--- src/logic/fswp_pkg.sv ---
/*
 * Shared constants for the flash status-bit and write-protection block:
 * opcodes, status bit positions, lock modes, reset values, erase sizes.
 * Assumes an upstream command decoder hands over whole opcodes.
 */
package fswp_pkg;

    // ------------------------------------------------------------------
    // Geometry
    // ------------------------------------------------------------------
    localparam int ADDR_W = 21;
    localparam int SR_W   = 24;

    // ------------------------------------------------------------------
    // Opcodes
    // ------------------------------------------------------------------
    localparam logic [7:0] OP_WREN     = 8'h06;
    localparam logic [7:0] OP_WRDI     = 8'h04;
    localparam logic [7:0] OP_WRSR1    = 8'h01;
    localparam logic [7:0] OP_WRSR2    = 8'h31;
    localparam logic [7:0] OP_WRSR3    = 8'h11;
    localparam logic [7:0] OP_PP       = 8'h02;
    localparam logic [7:0] OP_QPP      = 8'h32;
    localparam logic [7:0] OP_SE       = 8'h20;
    localparam logic [7:0] OP_BE32     = 8'h52;
    localparam logic [7:0] OP_BE64     = 8'hD8;
    localparam logic [7:0] OP_CE_A     = 8'hC7;
    localparam logic [7:0] OP_CE_B     = 8'h60;
    localparam logic [7:0] OP_SUSPEND  = 8'h75;
    localparam logic [7:0] OP_RESUME   = 8'h7A;
    localparam logic [7:0] OP_SLEEP    = 8'hB9;
    localparam logic [7:0] OP_WAKE     = 8'hAB;
    localparam logic [7:0] OP_QUAD_ON  = 8'h38;
    localparam logic [7:0] OP_QUAD_OFF = 8'hFF;
    localparam logic [7:0] OP_RST_EN   = 8'h66;
    localparam logic [7:0] OP_RST      = 8'h99;

    // ------------------------------------------------------------------
    // Status byte field positions within each written byte
    // ------------------------------------------------------------------
    localparam int B1_SEL0  = 2;
    localparam int B1_LOCK0 = 7;
    localparam int B2_LOCK1 = 0;
    localparam int B2_QUAD  = 1;
    localparam int B2_SECL  = 3;
    localparam int B2_INV   = 6;
    localparam int B3_DRIVE = 5;

    // ------------------------------------------------------------------
    // Lock modes and reset values
    // ------------------------------------------------------------------
    localparam logic [1:0] LOCK_SW  = 2'h0;
    localparam logic [1:0] LOCK_HW  = 2'h1;
    localparam logic [1:0] LOCK_PSU = 2'h2;
    localparam logic [1:0] LOCK_OTP = 2'h3;

    localparam logic [4:0] BP_RST   = 5'h00;
    localparam logic [1:0] LOCK_RST = 2'h0;
    localparam logic [1:0] DRV_RST  = 2'h0;
    localparam logic [2:0] LB_RST   = 3'h0;

    // ------------------------------------------------------------------
    // Region and operation sizes as log2 of bytes
    // ------------------------------------------------------------------
    localparam logic [4:0] BLK_BASE_LOG = 5'h0F;
    localparam logic [4:0] SEC_BASE_LOG = 5'h0B;
    localparam logic [4:0] PP_LOG       = 5'h08;
    localparam logic [4:0] SE_LOG       = 5'h0C;
    localparam logic [4:0] BE32_LOG     = 5'h0F;
    localparam logic [4:0] BE64_LOG     = 5'h10;

endpackage

--- src/logic/fswp_ctl_if.sv ---
/*
 * Carrier between the protection core and its two helpers.
 * Assumes all members are driven combinationally within one clock.
 */
interface fswp_ctl_if;
    logic [4:0]  bp;
    logic [20:0] lo;
    logic [20:0] hi;
    logic        none;
    logic [1:0]  lock_mode;
    logic        wp_n;
    logic        quad_on;
    logic        arm;
    logic        sr_wr_ok;

    modport range_mp (input bp, output lo, hi, none);
    modport gate_mp  (input lock_mode, wp_n, quad_on, arm, output sr_wr_ok);
    modport core_mp  (output bp, lock_mode, wp_n, quad_on, arm,
                      input lo, hi, none, sr_wr_ok);
endinterface

--- src/logic/fswp_core.sv ---
/*
 * Status bits and write protection of a serial NOR flash: holds the
 * protection, lock, quad, security-lock, suspend and drive bits, and
 * judges status writes, programs and erases.
 * Assumes an upstream decoder that issues one opcode per cmd_valid
 * pulse, with address and first data byte, and an array engine that
 * acts on pe_go.
 */
// Overview of operation
// - Select bits writable only by status write
// - Refuse program or erase inside guarded region
// - Hardware lock keeps select bits unchanged while guard pin low and quad off
// - Chip erase only for all-zero or all-one
// - Quad enable turns guard pins into data
// - Quad command mode needs quad enable first
// - Quad command mode keeps quad enable set
// - Security-lock bits set once, never clear
// - Invert bit writable, default zero
// - Suspend sets program or erase pause flag, resume clears both
// - Drive field picks output strength
// - Software lock needs write-arm latch
// - Hardware lock follows write-guard pin
// - Supply lock until power cycle clears it
// - Permanent lock refuses all status writes
// - Deep power-down accepts only release
// - Write-arm latch set and cleared properly
// - Block-size region map, top or bottom
// - Sector-size region map, top or bottom
// - Invert bit complements guarded region
// - No write without write-arm latch
module fswp_core (
    // Clock and reset
    input  wire logic        clk,
    input  wire logic        rst,
    // Decoded commands
    input  wire logic        cmd_valid,
    input  wire logic [7:0]  cmd_op,
    input  wire logic [20:0] cmd_addr,
    input  wire logic [7:0]  cmd_data,
    // Device conditions
    input  wire logic        pwr_cycle,
    input  wire logic        wp_n,
    input  wire logic        engine_busy,
    input  wire logic        program_active,
    // Status and pin roles
    output logic      [23:0] status_word,
    output logic             quad_pins_on,
    output logic             four_wire_command_mode,
    output logic      [1:0]  drive_level,
    output logic             deep_power_down,
    output logic      [2:0]  secreg_read_only,
    // Verdicts
    output logic             pe_go,
    output logic             pe_refused,
    output logic             sr_accepted,
    output logic             sr_refused
);
    typedef struct packed {
        logic [4:0]  bp;
        logic        invert;
        logic [1:0]  lock_mode;
        logic        quad_on;
        logic [2:0]  lb;
        logic [1:0]  drv;
        logic        arm;
        logic        erase_paused;
        logic        program_paused;
        logic        qcmd;
        logic        dpd;
        logic        rst_armed;
        logic        pe_go;
        logic        pe_refused;
        logic        sr_accepted;
        logic        sr_refused;
        logic [23:0] status;
    } fswp_state_type;

    fswp_state_type s;
    fswp_state_type next_s;

    fswp_ctl_if ctl ();

    // ------------------------------------------------------------------
    // Helpers
    // ------------------------------------------------------------------
    fswp_range u_range (.ctl(ctl.range_mp));
    fswp_gate  u_gate  (.ctl(ctl.gate_mp));

    assign ctl.bp        = s.bp;
    assign ctl.lock_mode = s.lock_mode;
    assign ctl.wp_n      = wp_n;
    assign ctl.quad_on   = s.quad_on;
    assign ctl.arm       = s.arm;

    // ------------------------------------------------------------------
    // Target overlap against the guarded range
    // ------------------------------------------------------------------
    logic        is_wrsr;
    logic        is_pe;
    logic        is_ce;
    logic [4:0]  op_log;
    logic [20:0] op_mask;
    logic [20:0] op_start;
    logic [20:0] op_end;
    logic        base_hit;
    logic        base_holds;
    logic        hit;
    logic        ce_ok;

    assign is_wrsr = cmd_op == fswp_pkg::OP_WRSR1
                  || cmd_op == fswp_pkg::OP_WRSR2
                  || cmd_op == fswp_pkg::OP_WRSR3;
    assign is_ce   = cmd_op == fswp_pkg::OP_CE_A
                  || cmd_op == fswp_pkg::OP_CE_B;
    assign is_pe   = cmd_op == fswp_pkg::OP_PP || cmd_op == fswp_pkg::OP_QPP
                  || cmd_op == fswp_pkg::OP_SE
                  || cmd_op == fswp_pkg::OP_BE32
                  || cmd_op == fswp_pkg::OP_BE64;

    assign op_log = (cmd_op == fswp_pkg::OP_SE)   ? fswp_pkg::SE_LOG :
                    (cmd_op == fswp_pkg::OP_BE32) ? fswp_pkg::BE32_LOG :
                    (cmd_op == fswp_pkg::OP_BE64) ? fswp_pkg::BE64_LOG :
                                                    fswp_pkg::PP_LOG;
    assign op_mask  = 21'((22'h1 << op_log) - 22'h1);
    assign op_start = cmd_addr & ~op_mask;
    assign op_end   = op_start | op_mask;

    // Whole span compared, so a large erase touching the edge is caught
    assign base_hit   = !ctl.none && op_start <= ctl.hi
                                  && op_end >= ctl.lo;
    assign base_holds = !ctl.none && op_start >= ctl.lo
                                  && op_end <= ctl.hi;
    assign hit = s.invert ? !base_holds : base_hit;
    assign ce_ok = (s.bp[2:0] == 3'h0 && !s.invert)
                || (s.bp[2:0] == 3'h7 && s.invert);

    // ------------------------------------------------------------------
    // Next state
    // ------------------------------------------------------------------
    always_comb begin
        next_s             = s;
        next_s.pe_go       = 1'b0;
        next_s.pe_refused  = 1'b0;
        next_s.sr_accepted = 1'b0;
        next_s.sr_refused  = 1'b0;
        if (pwr_cycle) begin
            next_s.arm            = 1'b0;
            next_s.erase_paused   = 1'b0;
            next_s.program_paused = 1'b0;
            next_s.qcmd           = 1'b0;
            next_s.dpd            = 1'b0;
            next_s.rst_armed      = 1'b0;
            if (s.lock_mode == fswp_pkg::LOCK_PSU) begin
                next_s.lock_mode = fswp_pkg::LOCK_SW;
            end
        end else if (cmd_valid && s.dpd) begin
            if (cmd_op == fswp_pkg::OP_WAKE) begin
                next_s.dpd = 1'b0;
            end
        end else if (cmd_valid) begin
            next_s.rst_armed = (cmd_op == fswp_pkg::OP_RST_EN);
            if (is_wrsr) begin
                next_s.arm = 1'b0;
                if (ctl.sr_wr_ok) begin
                    next_s.sr_accepted = 1'b1;
                    if (cmd_op == fswp_pkg::OP_WRSR1) begin
                        next_s.bp = cmd_data[fswp_pkg::B1_SEL0 +: 5];
                        next_s.lock_mode[0] = cmd_data[fswp_pkg::B1_LOCK0];
                    end else if (cmd_op == fswp_pkg::OP_WRSR2) begin
                        next_s.lock_mode[1] = cmd_data[fswp_pkg::B2_LOCK1];
                        // Quad mode pins the enable high
                        next_s.quad_on = cmd_data[fswp_pkg::B2_QUAD]
                                         || s.qcmd;
                        next_s.lb = s.lb
                                  | cmd_data[fswp_pkg::B2_SECL +: 3];
                        next_s.invert = cmd_data[fswp_pkg::B2_INV];
                    end else begin
                        next_s.drv =
                            cmd_data[fswp_pkg::B3_DRIVE +: 2];
                    end
                end else begin
                    next_s.sr_refused = 1'b1;
                end
            end else if (is_pe || is_ce) begin
                next_s.arm = 1'b0;
                if (s.arm && (is_ce ? ce_ok : !hit)) begin
                    next_s.pe_go = 1'b1;
                end else begin
                    next_s.pe_refused = 1'b1;
                end
            end else begin
                case (cmd_op)
                    fswp_pkg::OP_WREN:     next_s.arm = 1'b1;
                    fswp_pkg::OP_WRDI:     next_s.arm = 1'b0;
                    fswp_pkg::OP_SUSPEND: begin
                        if (program_active) begin
                            next_s.program_paused = 1'b1;
                        end else begin
                            next_s.erase_paused = 1'b1;
                        end
                    end
                    fswp_pkg::OP_RESUME: begin
                        next_s.erase_paused   = 1'b0;
                        next_s.program_paused = 1'b0;
                    end
                    fswp_pkg::OP_SLEEP:    next_s.dpd = 1'b1;
                    fswp_pkg::OP_QUAD_ON:  next_s.qcmd = s.quad_on;
                    fswp_pkg::OP_QUAD_OFF: next_s.qcmd = 1'b0;
                    fswp_pkg::OP_RST: begin
                        if (s.rst_armed) begin
                            next_s.arm = 1'b0;
                            next_s.qcmd = 1'b0;
                        end
                    end
                    default: ;
                endcase
            end
        end
        next_s.status = {1'b0, next_s.drv, 5'h00,
                         next_s.erase_paused, next_s.invert, next_s.lb,
                         next_s.program_paused, next_s.quad_on,
                         next_s.lock_mode, next_s.bp, next_s.arm,
                         engine_busy};
    end

    always_ff @(posedge clk) begin
        if (rst) begin
            s           <= '0;
            s.bp        <= fswp_pkg::BP_RST;
            s.lock_mode <= fswp_pkg::LOCK_RST;
            s.drv       <= fswp_pkg::DRV_RST;
            s.lb        <= fswp_pkg::LB_RST;
        end else begin
            s <= next_s;
        end
    end

    // ------------------------------------------------------------------
    // Outputs
    // ------------------------------------------------------------------
    assign status_word            = s.status;
    assign quad_pins_on           = s.quad_on;
    assign four_wire_command_mode = s.qcmd;
    assign drive_level            = s.drv;
    assign deep_power_down        = s.dpd;
    assign secreg_read_only       = s.lb;
    assign pe_go                  = s.pe_go;
    assign pe_refused             = s.pe_refused;
    assign sr_accepted            = s.sr_accepted;
    assign sr_refused             = s.sr_refused;
endmodule

--- src/logic/fswp_gate.sv ---
/*
 * Decides whether a status write may be taken under the lock mode.
 * Assumes the write-guard level is valid only while quad pins are off.
 */
module fswp_gate (
    // Lock inputs, verdict out
    fswp_ctl_if.gate_mp ctl
);
    logic guard_high;

    // With quad pins on the guard pin is data line 2, never a guard
    assign guard_high = ctl.wp_n || ctl.quad_on;

    always_comb begin
        unique case (ctl.lock_mode)
            fswp_pkg::LOCK_SW:  ctl.sr_wr_ok = ctl.arm;
            fswp_pkg::LOCK_HW:  ctl.sr_wr_ok = ctl.arm
                                               && guard_high;
            fswp_pkg::LOCK_PSU: ctl.sr_wr_ok = 1'b0;
            fswp_pkg::LOCK_OTP: ctl.sr_wr_ok = 1'b0;
        endcase
    end
endmodule

--- src/logic/fswp_range.sv ---
/*
 * Decodes the five protect-select bits into the base guarded range.
 * Assumes a 2 MB array; the invert bit is applied by the caller.
 */
module fswp_range (
    // Select bits in, range out
    fswp_ctl_if.range_mp ctl
);
    logic [4:0]  k;
    logic [20:0] mask;
    logic        full;

    always_comb begin
        k    = 5'h00;
        full = (ctl.bp[2:1] == 2'h3);
        ctl.none = (ctl.bp[2:0] == 3'h0);
        if (!ctl.bp[4]) begin
            k = fswp_pkg::BLK_BASE_LOG + {2'h0, ctl.bp[2:0]};
        end else if (ctl.bp[2]) begin
            k = fswp_pkg::SEC_BASE_LOG + 5'h04;
        end else begin
            k = fswp_pkg::SEC_BASE_LOG + {2'h0, ctl.bp[2:0]};
        end
        mask = full ? {21{1'b1}} : 21'((22'h1 << k) - 22'h1);
        // Bottom when select bit 3 set, top otherwise
        if (full || ctl.bp[3]) begin
            ctl.lo = 21'h000000;
            ctl.hi = mask;
        end else begin
            ctl.lo = ~mask;
            ctl.hi = {21{1'b1}};
        end
    end
endmodule

--- config.mk ---
export PLATFORM = sky130hd
export DESIGN_NAME = fswp_core
export DESIGN_NICKNAME = d
export VERILOG_FILES = /design/src/logic/fswp_pkg.sv /design/src/logic/fswp_ctl_if.sv /design/src/logic/fswp_core.sv /design/src/logic/fswp_gate.sv /design/src/logic/fswp_range.sv
export SDC_FILE = /design/constraint.sdc
export NUM_CORES = 1
export LEC_CHECK = 0
export BUFFER_PORTS_ARGS = -buffer_cell sky130_fd_sc_hd__buf_2
export CELL_PAD_IN_SITES_DETAIL_PLACEMENT = 0
export CELL_PAD_IN_SITES_GLOBAL_PLACEMENT = 1
export CORE_MARGIN = 1
export CORE_UTILIZATION = 24
export CTS_BUF_LIST = sky130_fd_sc_hd__clkbuf_16
export CTS_CLUSTER_DIAMETER = 50
export DETAILED_ROUTE_END_ITERATION = 6
export PLACE_DENSITY_LB_ADDON = 0.1
export SLEW_MARGIN = 20
export SYNTH_ARGS = -nofsm -noshare
export SYNTH_HDL_FRONTEND = slang
export SYNTH_SLANG_ARGS = --single-unit
--- constraint.sdc ---
create_clock -name clk -period 9.6 [get_ports clk]
set_input_delay 0.96 -clock clk [delete_from_list [all_inputs] [get_ports clk]]
set_output_delay 0.96 -clock clk [all_outputs]
set_load 0.02 [all_outputs]
# ---- After elaboration in Yosys (flattened, before gate mapping)
# Cells that the tools add are included.
dict set report op_classes {
  mux 49
  magnitude_cmp 4
  bitwise 9
  eq_ne 29
  reduce_logical 37
  n_shift 2
  addsub 4
}
# op n
set ops {}
lappend ops {{21-bit 2-to-1 mux} 3}
lappend ops {{8-bit equality test, second input constant} 6}
lappend ops {{21-bit greater-or-equal comparator} 2}
lappend ops {{21-bit <= comparator} 2}
lappend ops {{21-bit inverter} 2}
lappend ops {{1-bit by 5-bit << shifter with 21-bit output, first input constant} 2}
lappend ops {{21-bit by 1-bit subtractor with 21-bit output, second input constant} 2}
lappend ops {{8-bit by 7-bit equality test with 1-bit output, second input constant} 5}
lappend ops {{5-bit 2-to-1 mux} 7}
lappend ops {{8-bit by 6-bit equality test with 1-bit output, second input constant} 4}
lappend ops {{14-bit 2-to-1 mux} 2}
lappend ops {{24-bit 2-to-1 mux} 1}
lappend ops {{6-bit 2-to-1 mux} 4}
lappend ops {{21-bit bitwise AND} 1}
lappend ops {{21-bit OR} 1}
lappend ops {{18-bit 2-to-1 mux} 1}
lappend ops {{8-bit by 3-bit equality test with 1-bit output, second input constant} 2}
lappend ops {{1-bit 2-to-1 mux} 16}
lappend ops {{2-bit 2-to-1 mux} 8}
lappend ops {{1-bit logical OR} 12}
lappend ops {{4-bit 2-to-1 mux} 3}
lappend ops {{4-bit by 3-bit adder with 5-bit output, first input constant} 2}
lappend ops {{1-bit logical AND} 9}
lappend ops {{1-bit one-hot mux with 3 select lines} 3}
lappend ops {{other kinds (22)} 34}
dict set report word_totals {
  out_inout_bits 36
  inputBits 44
  wordCells 152
  reg_bits 48
}

# ---- Logic depth before layout (Yosys ltp)
# Gate-level depths: netlist of the first run.
dict set report logic_depth {
  word_depth 22
  ltp_mapped 24
  mapped_depth_nobuf 21
}

# ---- Cells and area by module
# From an unflattened synthesis of the first run, not the netlist that was laid out.
dict set report unflattened {
  cells_unflattened 610
  area_unflattened_um2 4451.8
}
# mod cells_per_inst area_per_inst_um2 n_inst seq_area_each_um2
set by_module_without_submodules {}
lappend by_module_without_submodules {fswp_core 447 3489.6 1 500.5}
lappend by_module_without_submodules {fswp_range 160 935.9 1 0.0}
lappend by_module_without_submodules {fswp_gate 3 26.3 1 0.0}

# ---- Least setup slack after synthesis of the first run
# No wires, ideal clock.
dict set report synth_path {
  path_type {register -> register}
  start {register, netlist name ctl.bp[0]}
  end {register s, in the netlist pe_go}
  setup_time_ns 0.116
  n_path_buf 4
  period_less_slack_ns 4.548
  slack_ns 5.052
  arrival_time_ns 4.432
  stages_incl_launch_ff 24
  cell_sequence {dfxtp_1 -> clkbuf_1 -> inv_1 -> ha_1 -> clkbuf_1 -> clkbuf_1 -> nor2b_1 -> nand3_1 -> ha_1 -> clkbuf_1 -> o21ai_1 -> nor2_1 -> a31oi_1 -> o22ai_1 -> nor2_1 -> ha_1 -> a211oi_1 -> nor2_1 -> nor3_1 -> a211oi_1 -> o41ai_1 -> maj3_1 -> o21ai_1 -> and3b_1}
}
dict set report synth_between {
  elab_chain_cells 17
  elab_cells_between_ends 30
  cone_classes {3 x add/sub; 4 x order compare; 1 x eq/ne; 1 x shift; 8 x mux; 1 x bitwise; 12 x reduce/logical}
}
# element line_no
set synth_rtl {}
lappend synth_rtl {{4-bit by 3-bit adder with 5-bit output} fswp_range.sv:22} ;# k = fswp_pkg::SEC_BASE_LOG + {2'h0, ctl.bp[2:0]};
lappend synth_rtl {{5-bit 2-to-1 mux} fswp_range.sv:19} ;# end else if (ctl.bp[2]) begin
lappend synth_rtl {{5-bit 2-to-1 mux} fswp_range.sv:17} ;# if (!ctl.bp[4]) begin
lappend synth_rtl {{1-bit by 5-bit << shifter with 21-bit output} fswp_range.sv:24} ;# mask = full ? {21{1'b1}} : 21'((22'h1 << k) - 22'h1);
lappend synth_rtl {{21-bit by 1-bit subtractor with 21-bit output} fswp_range.sv:24}
lappend synth_rtl {{21-bit 2-to-1 mux} fswp_range.sv:24}
lappend synth_rtl {{21-bit inverter} fswp_range.sv:30} ;# ctl.lo = ~mask;
lappend synth_rtl {{21-bit 2-to-1 mux} fswp_range.sv:26} ;# if (full || ctl.bp[3]) begin
lappend synth_rtl {{21-bit greater-or-equal comparator} fswp_core.sv:131} ;# assign base_holds = !ctl.none && op_start >= ctl.lo
lappend synth_rtl {{1-bit logical AND} fswp_core.sv:131}
lappend synth_rtl {{1-bit logical AND} fswp_core.sv:132} ;# && op_end <= ctl.hi;
lappend synth_rtl {{1-bit zero test} fswp_core.sv:133} ;# assign hit = s.invert ? !base_holds : base_hit;
lappend synth_rtl {{1-bit 2-to-1 mux} fswp_core.sv:133}
lappend synth_rtl {{1-bit zero test} fswp_core.sv:186} ;# if (s.arm && (is_ce ? ce_ok : !hit)) begin
lappend synth_rtl {{1-bit 2-to-1 mux *} fswp_core.sv:186}
lappend synth_rtl {{1-bit logical AND *} fswp_core.sv:186}
lappend synth_rtl {{1-bit 2-to-1 mux *} fswp_core.sv:186}
lappend synth_rtl {{end signal, assigned} fswp_core.sv:234} ;# s <= next_s;
lappend synth_rtl {{end, declared} fswp_core.sv:78} ;# fswp_state_type s;
# Every way passes the cells marked *; elsewhere a longest branch is shown, timed or not.
# A chain may end at the register's enable or synchronous reset.

# ---- Worst setup path after layout of the first run
dict set report layout_path {
  start {register, netlist name ctl.bp[0]}
  end {register s, in the netlist pe_go}
}
dict set report layout_between {
  elab_chain_cells 17
  elab_cells_between_ends 30
  cone_classes {3 x add/sub; 4 x order compare; 1 x eq/ne; 1 x shift; 8 x mux; 1 x bitwise; 12 x reduce/logical}
}
# element line_no
set layout_rtl {}
lappend layout_rtl {{4-bit by 3-bit adder with 5-bit output} fswp_range.sv:22}
lappend layout_rtl {{5-bit 2-to-1 mux} fswp_range.sv:19}
lappend layout_rtl {{5-bit 2-to-1 mux} fswp_range.sv:17}
lappend layout_rtl {{1-bit by 5-bit << shifter with 21-bit output} fswp_range.sv:24}
lappend layout_rtl {{21-bit by 1-bit subtractor with 21-bit output} fswp_range.sv:24}
lappend layout_rtl {{21-bit 2-to-1 mux} fswp_range.sv:24}
lappend layout_rtl {{21-bit inverter} fswp_range.sv:30}
lappend layout_rtl {{21-bit 2-to-1 mux} fswp_range.sv:26}
lappend layout_rtl {{21-bit greater-or-equal comparator} fswp_core.sv:131}
lappend layout_rtl {{1-bit logical AND} fswp_core.sv:131}
lappend layout_rtl {{1-bit logical AND} fswp_core.sv:132}
lappend layout_rtl {{1-bit zero test} fswp_core.sv:133}
lappend layout_rtl {{1-bit 2-to-1 mux} fswp_core.sv:133}
lappend layout_rtl {{1-bit zero test} fswp_core.sv:186}
lappend layout_rtl {{1-bit 2-to-1 mux *} fswp_core.sv:186}
lappend layout_rtl {{1-bit logical AND *} fswp_core.sv:186}
lappend layout_rtl {{1-bit 2-to-1 mux *} fswp_core.sv:186}
# Marks and branches as above.

==> qor.yml, run 1 <==
status: "finished with violations"
violations: "DRC"
critPathLaunchType: "flip-flop"
grt_pass1_wl_um: 24900
final_cell_mix: "84 x ha_1, 67 x buf_2, 58 x nor2_1, 52 x nand2_1, 33 x a21oi_1"
die_w_um: 139
gp_congestion: 0.830
power_leakage_nw: 2.39
dr_total_vias: 4553
netlist_area_mm2: 0.00449
yosysSeqAreaShare_pct: 11.1
criticalPathCategory: "flip-flop to flip-flop"
worst_setup_path_end_kind: "flip-flop"
cts_buffers: 3
busiest_layer: "met2"
fin_hold_ws_ns: 0.472
synth.area.top_cells: "ha_1 23%, dfxtp_1 11%, buf_4 4.8%"
fin_crit_ns: 5.84
coreArea_mm2: 0.0181
async_flop_share_pct: 0
drtIter0Drc: 315
cts_resized: 0
syn_inst: 607
p_per_area_mw_per_mm2: 56.2
cp.arrival_ns: 6.01
grt_util_met1_pct: 24.7
gr-usage-met2_pct: 25.9
place_ws_ns: 3.74
setup_tns_ns: 0
synth-seq-cells: 25
fin_ws_ns: 3.76
cts_tree: "done"
synth_edf_count: 0
cap_viol_max_count: 0
layout-drive-gt1-share_pct: 14.2
firstDrtPassIters: 6
overflow: 0
finalNetCount: 782
grt_setup_unrepaired: "false"
cts_buffer_depth: 2
cp_max_fo: 21
setup_violations: 0
cts_sinks: 25
rows: 49
root_buffer: "clkbuf_16"
layout_commonest_cell: "ha_1"
tightestPinTransition_ns: 0.771
fp.dieArea_mm2: 0.0193
syn_to_final_growth_pct: 11.4
drc: 3
vdd_drop_max_mv: 0.0610
synthDistinctLibCells: 67
grt_use_met3_pct: 1.45
timing.fmax_mhz: 171
grt_start_max_net_pins: 22
synth_ff_type: "dfxtp_1"
grt_pass1_vias: 4290
fp.dieH_um: 139
clkSlewWorstSetupHoldPaths_ns: 0.07
ant_nets: 0
place_hpwl_um: 13500
hp-class: "flip-flop to flip-flop"
worst_clock_skew_ns: 0.00262
io_buffers: 67
htree_levels: 1
hold_viol: 0
hold_buffers: 0
synth_top_area_share_pct: 23.4
final_max_slew_viol_count: 0
clk_latency_ns: 0.27
track_usage_pct: 16.5
boundaryPins: 80
start_util_pct: 24.7
p_total_mw: 0.281
antenna_found_initial: 0
vias_per_cell: 5.16
synth.avg_cell_area_um2: 7.40
n_antenna_cell: 0
synth_top_cell_by_area: "ha_1"
finalCritPeriodShare_pct: 60.9
required_ns: 9.77
wire_per_inst_um: 18.2
post_cts_buffers: 0
ys_warn_count: 0
relSlewSlack_pct: 48.5
drt_wl_total_um: 16000
## path summary, 6_finish.rpt
path / from / end / slack [ns] / cells after the start
setup / recovery: ctl.bp[0] / pe_go / 3.76 / 19
hold / removal: drive_level[0] / drive_level[0] / 0.47 / 2
setup reg to reg: ctl.bp[0] / pe_go / 3.76 / 19
hold reg to reg: drive_level[0] / drive_level[0] / 0.47 / 2
## final cells by class
class | instances | area (um2)
clock buffer | 3 | 75.1
tap | 229 | 287
clock inverter | 1 | 8.76
timing repair buffer | 71 | 365
inverter | 14 | 52.6
fill | 2037 | 13100
sequential | 25 | 500
multi-input combinational | 539 | 3710
## routing by layer
metal | part of all wire, % | wire length, um
met1 | 51 | 8130
met3 | 4.1 | 654
met4 | 0.85 | 137
met5 | 0 | 0
met2 | 44 | 7120
## flip-flops by register name (all words and copies together) (netlist names), 2 cells and up
register / cells
status_word: 9
ctl.bp: 4
drive_level: 2
secreg_read_only: 2
## critical path, stage by stage, from the launching register on
cell and delay (ns):
dfxtp_1 0.65, inv_1 0.24, ha_1 0.77, and2_1 0.50, nand3_1 0.21, ha_1 0.36
o21ai_1 0.30, nor2_1 0.13, a31oi_1 0.20, o22ai_1 0.13, nor2_1 0.23, ha_1 0.29
a211oi_1 0.22, nor2_1 0.08, nor3_1 0.27, a211oi_1 0.14, o41ai_1 0.47, maj3_1 0.26
o21ai_1 0.09, and3b_1 0.19
## metrics by stage
step	area, um2	util, %	cells
after global placement	4920	27.1	878
after detailed placement	4920	27.1	878
after CTS	5000	27.6	882
after floorplan	4600	-	637
final	5000	27.6	882
after global routing	5000	27.6	882
## kinds of logic (layout without fill, tap and decap cells)
kind of cell	Yosys count	in the layout	share of synthesized area [%]
adders and majority gates	85	85	23.6
other	2	32	0.167
xor gates and xnor gates	6	6	1.17
muxes	9	9	2.03
DFF	25	25	11.1
buffers and inverters	73	89	8.70
and+or+nand+nor	263	263	31.2
AOI/OAI and AO/OA	144	144	21.9
## cells in the mapped netlist, types with 8 or more instances
master    number
a211oi_1       9
a21o_1        16
a21oi_1       33
a31oi_1        8
and2_1        16
and3_1        13
buf_4         29
clkbuf_1      24
dfxtp_1       25
ha_1          84
inv_1         14
mux2i_1        8
nand2_1       52
nand2b_1      14
nand3_1       23
nand4_1       20
nor2_1        58
nor2b_1       16
nor4_1         8
o211ai_1      10
o21ai_0       23
## report_power, final
| part | total [mW] | internal (mW) | switching, mW |
|---|---|---|---|
| Combinational | 0.0730 | 0.0287 | 0.0443 |
| Sequential | 0.104 | 0.104 | 0.0000575 |
| Clock | 0.104 | 0.0579 | 0.0463 |
| Total | 0.281 | 0.190 | 0.0906 |
(Power assumes the default switching activity.)
==> inputs of run 2 (changes only) <==
--- a/config.mk
+++ b/config.mk
@@ -5,6 +5,7 @@
 export SDC_FILE = /design/constraint.sdc
 export NUM_CORES = 1
 export LEC_CHECK = 0
+export ABC_AREA = 1
 export BUFFER_PORTS_ARGS = -buffer_cell sky130_fd_sc_hd__buf_2
 export CELL_PAD_IN_SITES_DETAIL_PLACEMENT = 0
 export CELL_PAD_IN_SITES_GLOBAL_PLACEMENT = 1
==> constraint.sdc (replaced) <==
create_clock -name clk -period 5.2 [get_ports clk]
set_input_delay 0.52 -clock clk [delete_from_list [all_inputs] [get_ports clk]]
set_output_delay 0.52 -clock clk [all_outputs]
set_load 0.02 [all_outputs]
==> qor.yml, run 2 <==
syn_inst: 744  # +23%
status: "finished, final reports clean"
final_cell_mix: "143 x nand2_1, 107 x nor2_1, 103 x inv_1, 84 x ha_1, 67 x buf_2"
fin_crit_ns: 4.61  # -1.23 ns
relSlewSlack_pct: 57.7  # +9.1 points
layout_commonest_cell: "nand2_1"
grt_setup_unrepaired: "false"
holdPathStages: 3  # +1
fin_ws_ns: 0.590  # -3.17 ns
cts_buffers: 3  # unchanged
setup_tns_ns: 0  # unchanged
root_buffer: "clkbuf_16"
hold_buffers: 0  # unchanged
dr_total_vias: 4808  # +5.6%
power_leakage_nw: 2.83  # +18%
synth_top_area_share_pct: 22.8  # -0.66 points
grt_pass1_vias: 4634  # +8.0%
place_hpwl_um: 13200  # -2.0%
hp-class: "input pin to flip-flop"
finalNetCount: 944  # +21%
drc: 0  # -3
track_usage_pct: 15.5  # -0.93 points
synth_most_common_cell: "nand2_1"
boundaryPins: 80  # unchanged
htree_levels: 1  # unchanged
fp.dieArea_mm2: 0.0198  # +2.9%
antenna_found_initial: 0  # unchanged
cp.depth: 37  # +18
yosysSeqAreaShare_pct: 10.8  # -0.31 points
criticalPathCategory: "flip-flop to flip-flop"
worst_setup_path_end_kind: "flip-flop"
utilization_pct: 28.1  # +0.52 points
path_delay_family: "simple AND/OR/NAND/NOR gates"
firstDrtPassIters: 4  # -2
cts_resized: 0  # unchanged
vdd_drop_max_mv: 0.141  # +130%
cap_viol_max_count: 0  # unchanged
wire_per_inst_um: 14.3  # -22%
async_flop_share_pct: 0  # unchanged
rows: 50  # +2.0%
overflow: 0  # unchanged
cts_buffer_depth: 2  # unchanged
clkSlewWorstSetupHoldPaths_ns: 0.07  # about the same
worst_clock_skew_ns: 0.00182  # -0.000800 ns
ys_warn_count: 0  # unchanged
fp.dieH_um: 141  # +1.4%
synth-seq-cells: 25  # unchanged
drt_wl_total_um: 15000  # -6.7%
cpMaxStageDelayCell: "dfxtp_1"
p_per_area_mw_per_mm2: 96.2  # +71%
cts_sinks: 25  # unchanged
layout-drive-gt1-share_pct: 15.6  # +1.3 points
synthDistinctLibCells: 43  # -36%
hold_viol: 0  # unchanged
ant_nets: 0  # unchanged
synth.area.top_cells: "ha_1 23%, nand2_1 12%, dfxtp_1 11%"
synth_ff_type: "dfxtp_1"
coreArea_mm2: 0.0188  # +3.4%
cp_num_buf_inv: 6  # +5
post_cts_buffers: 0  # unchanged
place_ws_ns: 0.363  # -3.38 ns
timing.fmax_mhz: 217  # +27%
cp.arrival_ns: 4.77  # -1.24 ns
synth_top_cell_by_area: "ha_1"
die_w_um: 141  # +1.4%
timing.critical_path.mode_cell: "nand2_1"
required_ns: 5.36  # -4.41 ns
netlist_area_mm2: 0.00462  # +2.9%
syn_to_final_growth_pct: 14.1
drtIter0Drc: 190  # -40%
setup_violations: 0  # unchanged
start_util_pct: 24.6  # -0.12 points
yosys-top-cells-count: "143 x nand2_1, 109 x nor2_1, 103 x inv_1, 84 x ha_1, 55 x a21oi_1"
cp_max_fo: 6  # -71%
tightestPinTransition_ns: 0.630  # -0.141 ns
critPathLaunchType: "flip-flop"
fin_hold_ws_ns: 0.448  # -0.0233 ns
gp_congestion: 0.902  # +8.6%
grt_pass1_wl_um: 24300  # -2.5%
placed_area_mm2: 0.00516  # +5.0%
finalCritPeriodShare_pct: 88.6  # +28 points
n_antenna_cell: 0  # unchanged
cts_tree: "done"
synth_edf_count: 0  # unchanged
cp_slowest_stage_delay_ns: 0.36  # -0.41 ns
rr_worst_depth: 37  # +18
vias_per_cell: 4.58  # -11%
grt_start_max_net_pins: 29  # +32%
synth.avg_cell_area_um2: 6.21  # -16%
final_max_slew_viol_count: 0  # unchanged
fin_area_mm2: 0.00527  # +5.4%
io_buffers: 67  # unchanged
clk_latency_ns: 0.27  # about the same
largest_reg_flops: 9  # unchanged
## run 2: final timing paths
kind                  startpoint                  end  slack, ns
max                    ctl.bp[0]                pe_go       0.59
min                  engine_busy       status_word[0]       0.45
max reg2reg            ctl.bp[0]                pe_go       0.59
min reg2reg  secreg_read_only[1]  secreg_read_only[1]       0.46
## run 2: routing by layer
| metal | part of all wire, % | up-vias | wire length [um] | GRT usage [%] |
|---|---|---|---|---|
| met1 | 46 | 2157 | 6900 | 20.0 |
| met4 | 1.8 | 0 | 266 | 4.06 |
| met5 | 0 | - | 0 | 0 |
| met2 | 49 | 99 | 7270 | 28.1 |
| met3 | 3.6 | 13 | 543 | 0.781 |
| li1 | - | 2539 | - | - |
## run 2: layout make-up
type	count	area (um2)
Fill cell	2189	13500
Multi-Input combinational cell	597	3550
Sequential cell	25	500
Timing Repair Buffer	79	425
Inverter	110	420
Tap cell	234	293
Clock buffer	3	75.1
Clock inverter	1	7.51
## run 2: report_power, final
part	leakage [nW]	switching, mW	internal, mW
Sequential	0.202	0.000142	0.192
Combinational	2.59	0.0849	0.0478
Clock	0.0371	0.0776	0.105
## run 2: cells by family (layout without fill, tap and decap cells)
group,after synthesis,in the layout,share of synthesized area [%]
AOI/OAI and AO/OA,118,118,14.9
xor gates and xnor gates,3,3,0.569
adders and majority gates,84,84,22.8
buffers and inverters,152,193,15.3
DFF,25,25,10.8
other,2,32,0.163
and+or+nand+nor,360,360,35.5
## run 2: metrics by stage
| stage | power (mW) | std cells |
|---|---|---|
| floorplan | 0.288 | 774 |
| global placement | 0.326 | 1045 |
| detailed placement | 0.327 | 1045 |
| CTS | 0.512 | 1049 |
| global route | 0.543 | 1049 |
| finish | 0.507 | 1049 |
## run 2: tightest hold or removal path, cell delays in order
cell    delay, ns
buf_2        0.08
inv_1        0.03
nor2_1       0.06
==> inputs of run 3 (changes only) <==
--- a/config.mk
+++ b/config.mk
@@ -14,6 +14,7 @@
 export CTS_BUF_LIST = sky130_fd_sc_hd__clkbuf_16
 export CTS_CLUSTER_DIAMETER = 50
 export DETAILED_ROUTE_END_ITERATION = 6
+export MAX_ROUTING_LAYER = met4
 export PLACE_DENSITY_LB_ADDON = 0.1
 export SLEW_MARGIN = 20
 export SYNTH_ARGS = -nofsm -noshare
==> qor.yml, run 3 (synthesis gave the netlist of run 2 again) <==
combinationalPowerShare_pct: 26.4  # +0.2 points
fin_hold_ws_ns: 0.445  # -0.00377 ns
wl_met3_um: 431  # -21%
p_per_area_mw_per_mm2: 95.8  # -0.43%
root_buffer: "clkbuf_16"
cts_buffer_depth: 2  # unchanged
rr_endpoint: "pe_go"
fin_crit_ns: 4.72  # +0.107 ns
grt_setup_unrepaired: "false"
clkSlewWorstSetupHoldPaths_ns: 0.07  # about the same
setup_violations: 0  # unchanged
drt_wl_total_um: 15000  # +0.33%
power_frac_seq_pct: 37.9  # about the same
final_max_slew_viol_count: 0  # unchanged
ant_nets: 0  # unchanged
io_buffers: 67  # unchanged
vias_per_cell: 4.54  # -1.0%
cp.arrival_ns: 4.87  # +0.10 ns
dr_total_vias: 4764  # -0.92%
cts_tree: "done"
htree_levels: 1  # unchanged
fin_ws_ns: 0.483  # -0.107 ns
clk_latency_ns: 0.27  # about the same
fp.dieArea_mm2: 0.0198  # unchanged
relSlewSlack_pct: 55.0  # -2.6 points
drc: 0  # unchanged
gp_congestion: 0.928  # +2.9%
required_ns: 5.35  # about the same
switching_power_mw: 0.162  # -0.45%
min_to: "status_word[0]"
p_int_mw: 0.344  # about the same
criticalPathCategory: "flip-flop to flip-flop"
n_antenna_cell: 0  # unchanged
fp.dieH_um: 141  # unchanged
timing.critical_path.mode_cell: "nand2_1"
wl_met1_um: 6990  # +1.3%
hp-class: "input pin to flip-flop"
r2r_slack_ns: 0.48  # -0.11 ns
start_util_pct: 24.6  # unchanged
overflow: 0  # unchanged
track_usage_pct: 16.0  # +0.43 points
worst_setup_path_end_kind: "flip-flop"
r2r-start: "ctl.bp[1]"
layout_commonest_cell: "nand2_1"
place_ws_ns: 0.335  # -0.0278 ns
placed_area_mm2: 0.00516  # unchanged
power.share.clock_pct: 35.7  # -0.3 points
critPathLaunchType: "flip-flop"
grt_start_max_net_pins: 29  # unchanged
worst_clock_skew_ns: 0.00660  # +0.00478 ns
final_cell_mix: "143 x nand2_1, 107 x nor2_1, 103 x inv_1, 84 x ha_1, 67 x buf_2"
hold_viol: 0  # unchanged
boundaryPins: 80  # unchanged
cts_buffers: 3  # unchanged
finalNetCount: 945  # +0.11%
drtIter0Drc: 154  # -19%
place_hpwl_um: 13200  # about the same
holdPathStages: 3  # unchanged
grt_pass1_vias: 4720  # +1.9%
status: "finished, final reports clean"
rows: 50  # unchanged
grt_pass1_wl_um: 24200  # -0.28%
cts_sinks: 25  # unchanged
power_leakage_nw: 2.84  # +0.32%
cpMaxStageDelayCell: "dfxtp_1"
worstHoldStart: "engine_busy"
cp_slowest_stage_delay_ns: 0.31  # -0.05 ns
tightestPinTransition_ns: 0.669  # +0.0390 ns
finalCritPeriodShare_pct: 90.7  # +2.1 points
fin_area_mm2: 0.00528  # +0.29%
swShare_pct: 32.0  # -0.099 points
vdd_drop_max_mv: 0.171  # +21%
setup_tns_ns: 0  # unchanged
cp_max_fo: 10  # +4
wl_met2_um: 7330  # +0.92%
cap_viol_max_count: 0  # unchanged
coreArea_mm2: 0.0188  # unchanged
die_w_um: 141  # unchanged
antenna_found_initial: 0  # unchanged
rr_worst_depth: 40  # +8.1%
largest_reg_flops: 9  # unchanged
wire_per_inst_um: 14.3  # +0.24%
dr.max_layer_used: "met4"
timing.fmax_mhz: 212  # -2.3%
layout-drive-gt1-share_pct: 15.8  # +0.23 points
firstDrtPassIters: 4  # unchanged
syn_to_final_growth_pct: 14.4
## run 3: cell types whose count changed in the layout (fill, tap and decap cells not counted)
cell	before	now
nand2_4	3	2
nor2_4	4	3
nand2_8	0	1
buf_4	12	13
nor2_2	6	7
o21ai_1	1	0
o21ai_2	0	1
## run 3: power by group through the flow
stage | logic (mW) | clock network (mW) | registers [mW]
after floorplan | 0.0916 | 0 | 0.196
after global placement | 0.130 | 0 | 0.196
after detailed placement | 0.131 | 0 | 0.196
after CTS | 0.132 | 0.189 | 0.192
after global routing | 0.156 | 0.196 | 0.192
final | 0.133 | 0.181 | 0.192
## run 3: worst max-delay path by stage
stage | startpoint | to | slack, ns | cells past startpoint
2_1_floorplan | ctl.bp[0] | pe_go | 1.12 | 35
3_3_place_gp | ctl.bp[1] | pe_go | 0.41 | 40
3_5_place_dp | ctl.bp[1] | pe_refused | 0.34 | 40
4_1_cts | ctl.bp[1] | pe_go | 0.29 | 41
5_1_grt | ctl.bp[1] | pe_go | 0.02 | 40
6_report | ctl.bp[1] | pe_go | 0.48 | 40
## run 3: timing repair
item | CTS | global route
gates resized for setup | 0 | 7
hold buffers | 0 | 0
buffers inserted | 0 | 1
endpoints found under the hold margin | 0 | 0
endpoints found under the setup margin | 0 | 2
## run 3: layer usage
layer	GRT usage, %	vias up
li1	-	2539
met1	19.7	2125
met2	28.4	87
met3	0.815	13
met4	4.06	0
met5	-	-
## run 3: per-stage QoR
stage | total power [mW] | instances | utilization [%]
2_1_floorplan | 0.288 | 774 | -
3_3_place_gp | 0.326 | 1045 | 27.5
3_5_place_dp | 0.328 | 1045 | 27.5
4_1_cts | 0.513 | 1049 | 28.0
5_1_grt | 0.543 | 1050 | 28.2
6_report | 0.506 | 1050 | 28.2
## run 3: final cells by class
class	instances	area (um2)
fillers	2140	13500
multi-input cells	597	3550
flip-flops and latches	25	500
repair buffers	80	433
inverters	110	420
well taps	234	293
clock buffers	3	75.1
clock inverters	1	7.51
## run 3: critical path, delay by kind of cell, from the launching register on
family / cells / cell delay (ns)
AO/OA/AOI/OAI: 1 / 0.19
flip-flops: 1 / 0.31
adder cells (fa/ha/maj): 4 / 0.95
buffers and inverters: 8 / 0.70
AND/OR/NAND/NOR: 27 / 2.43
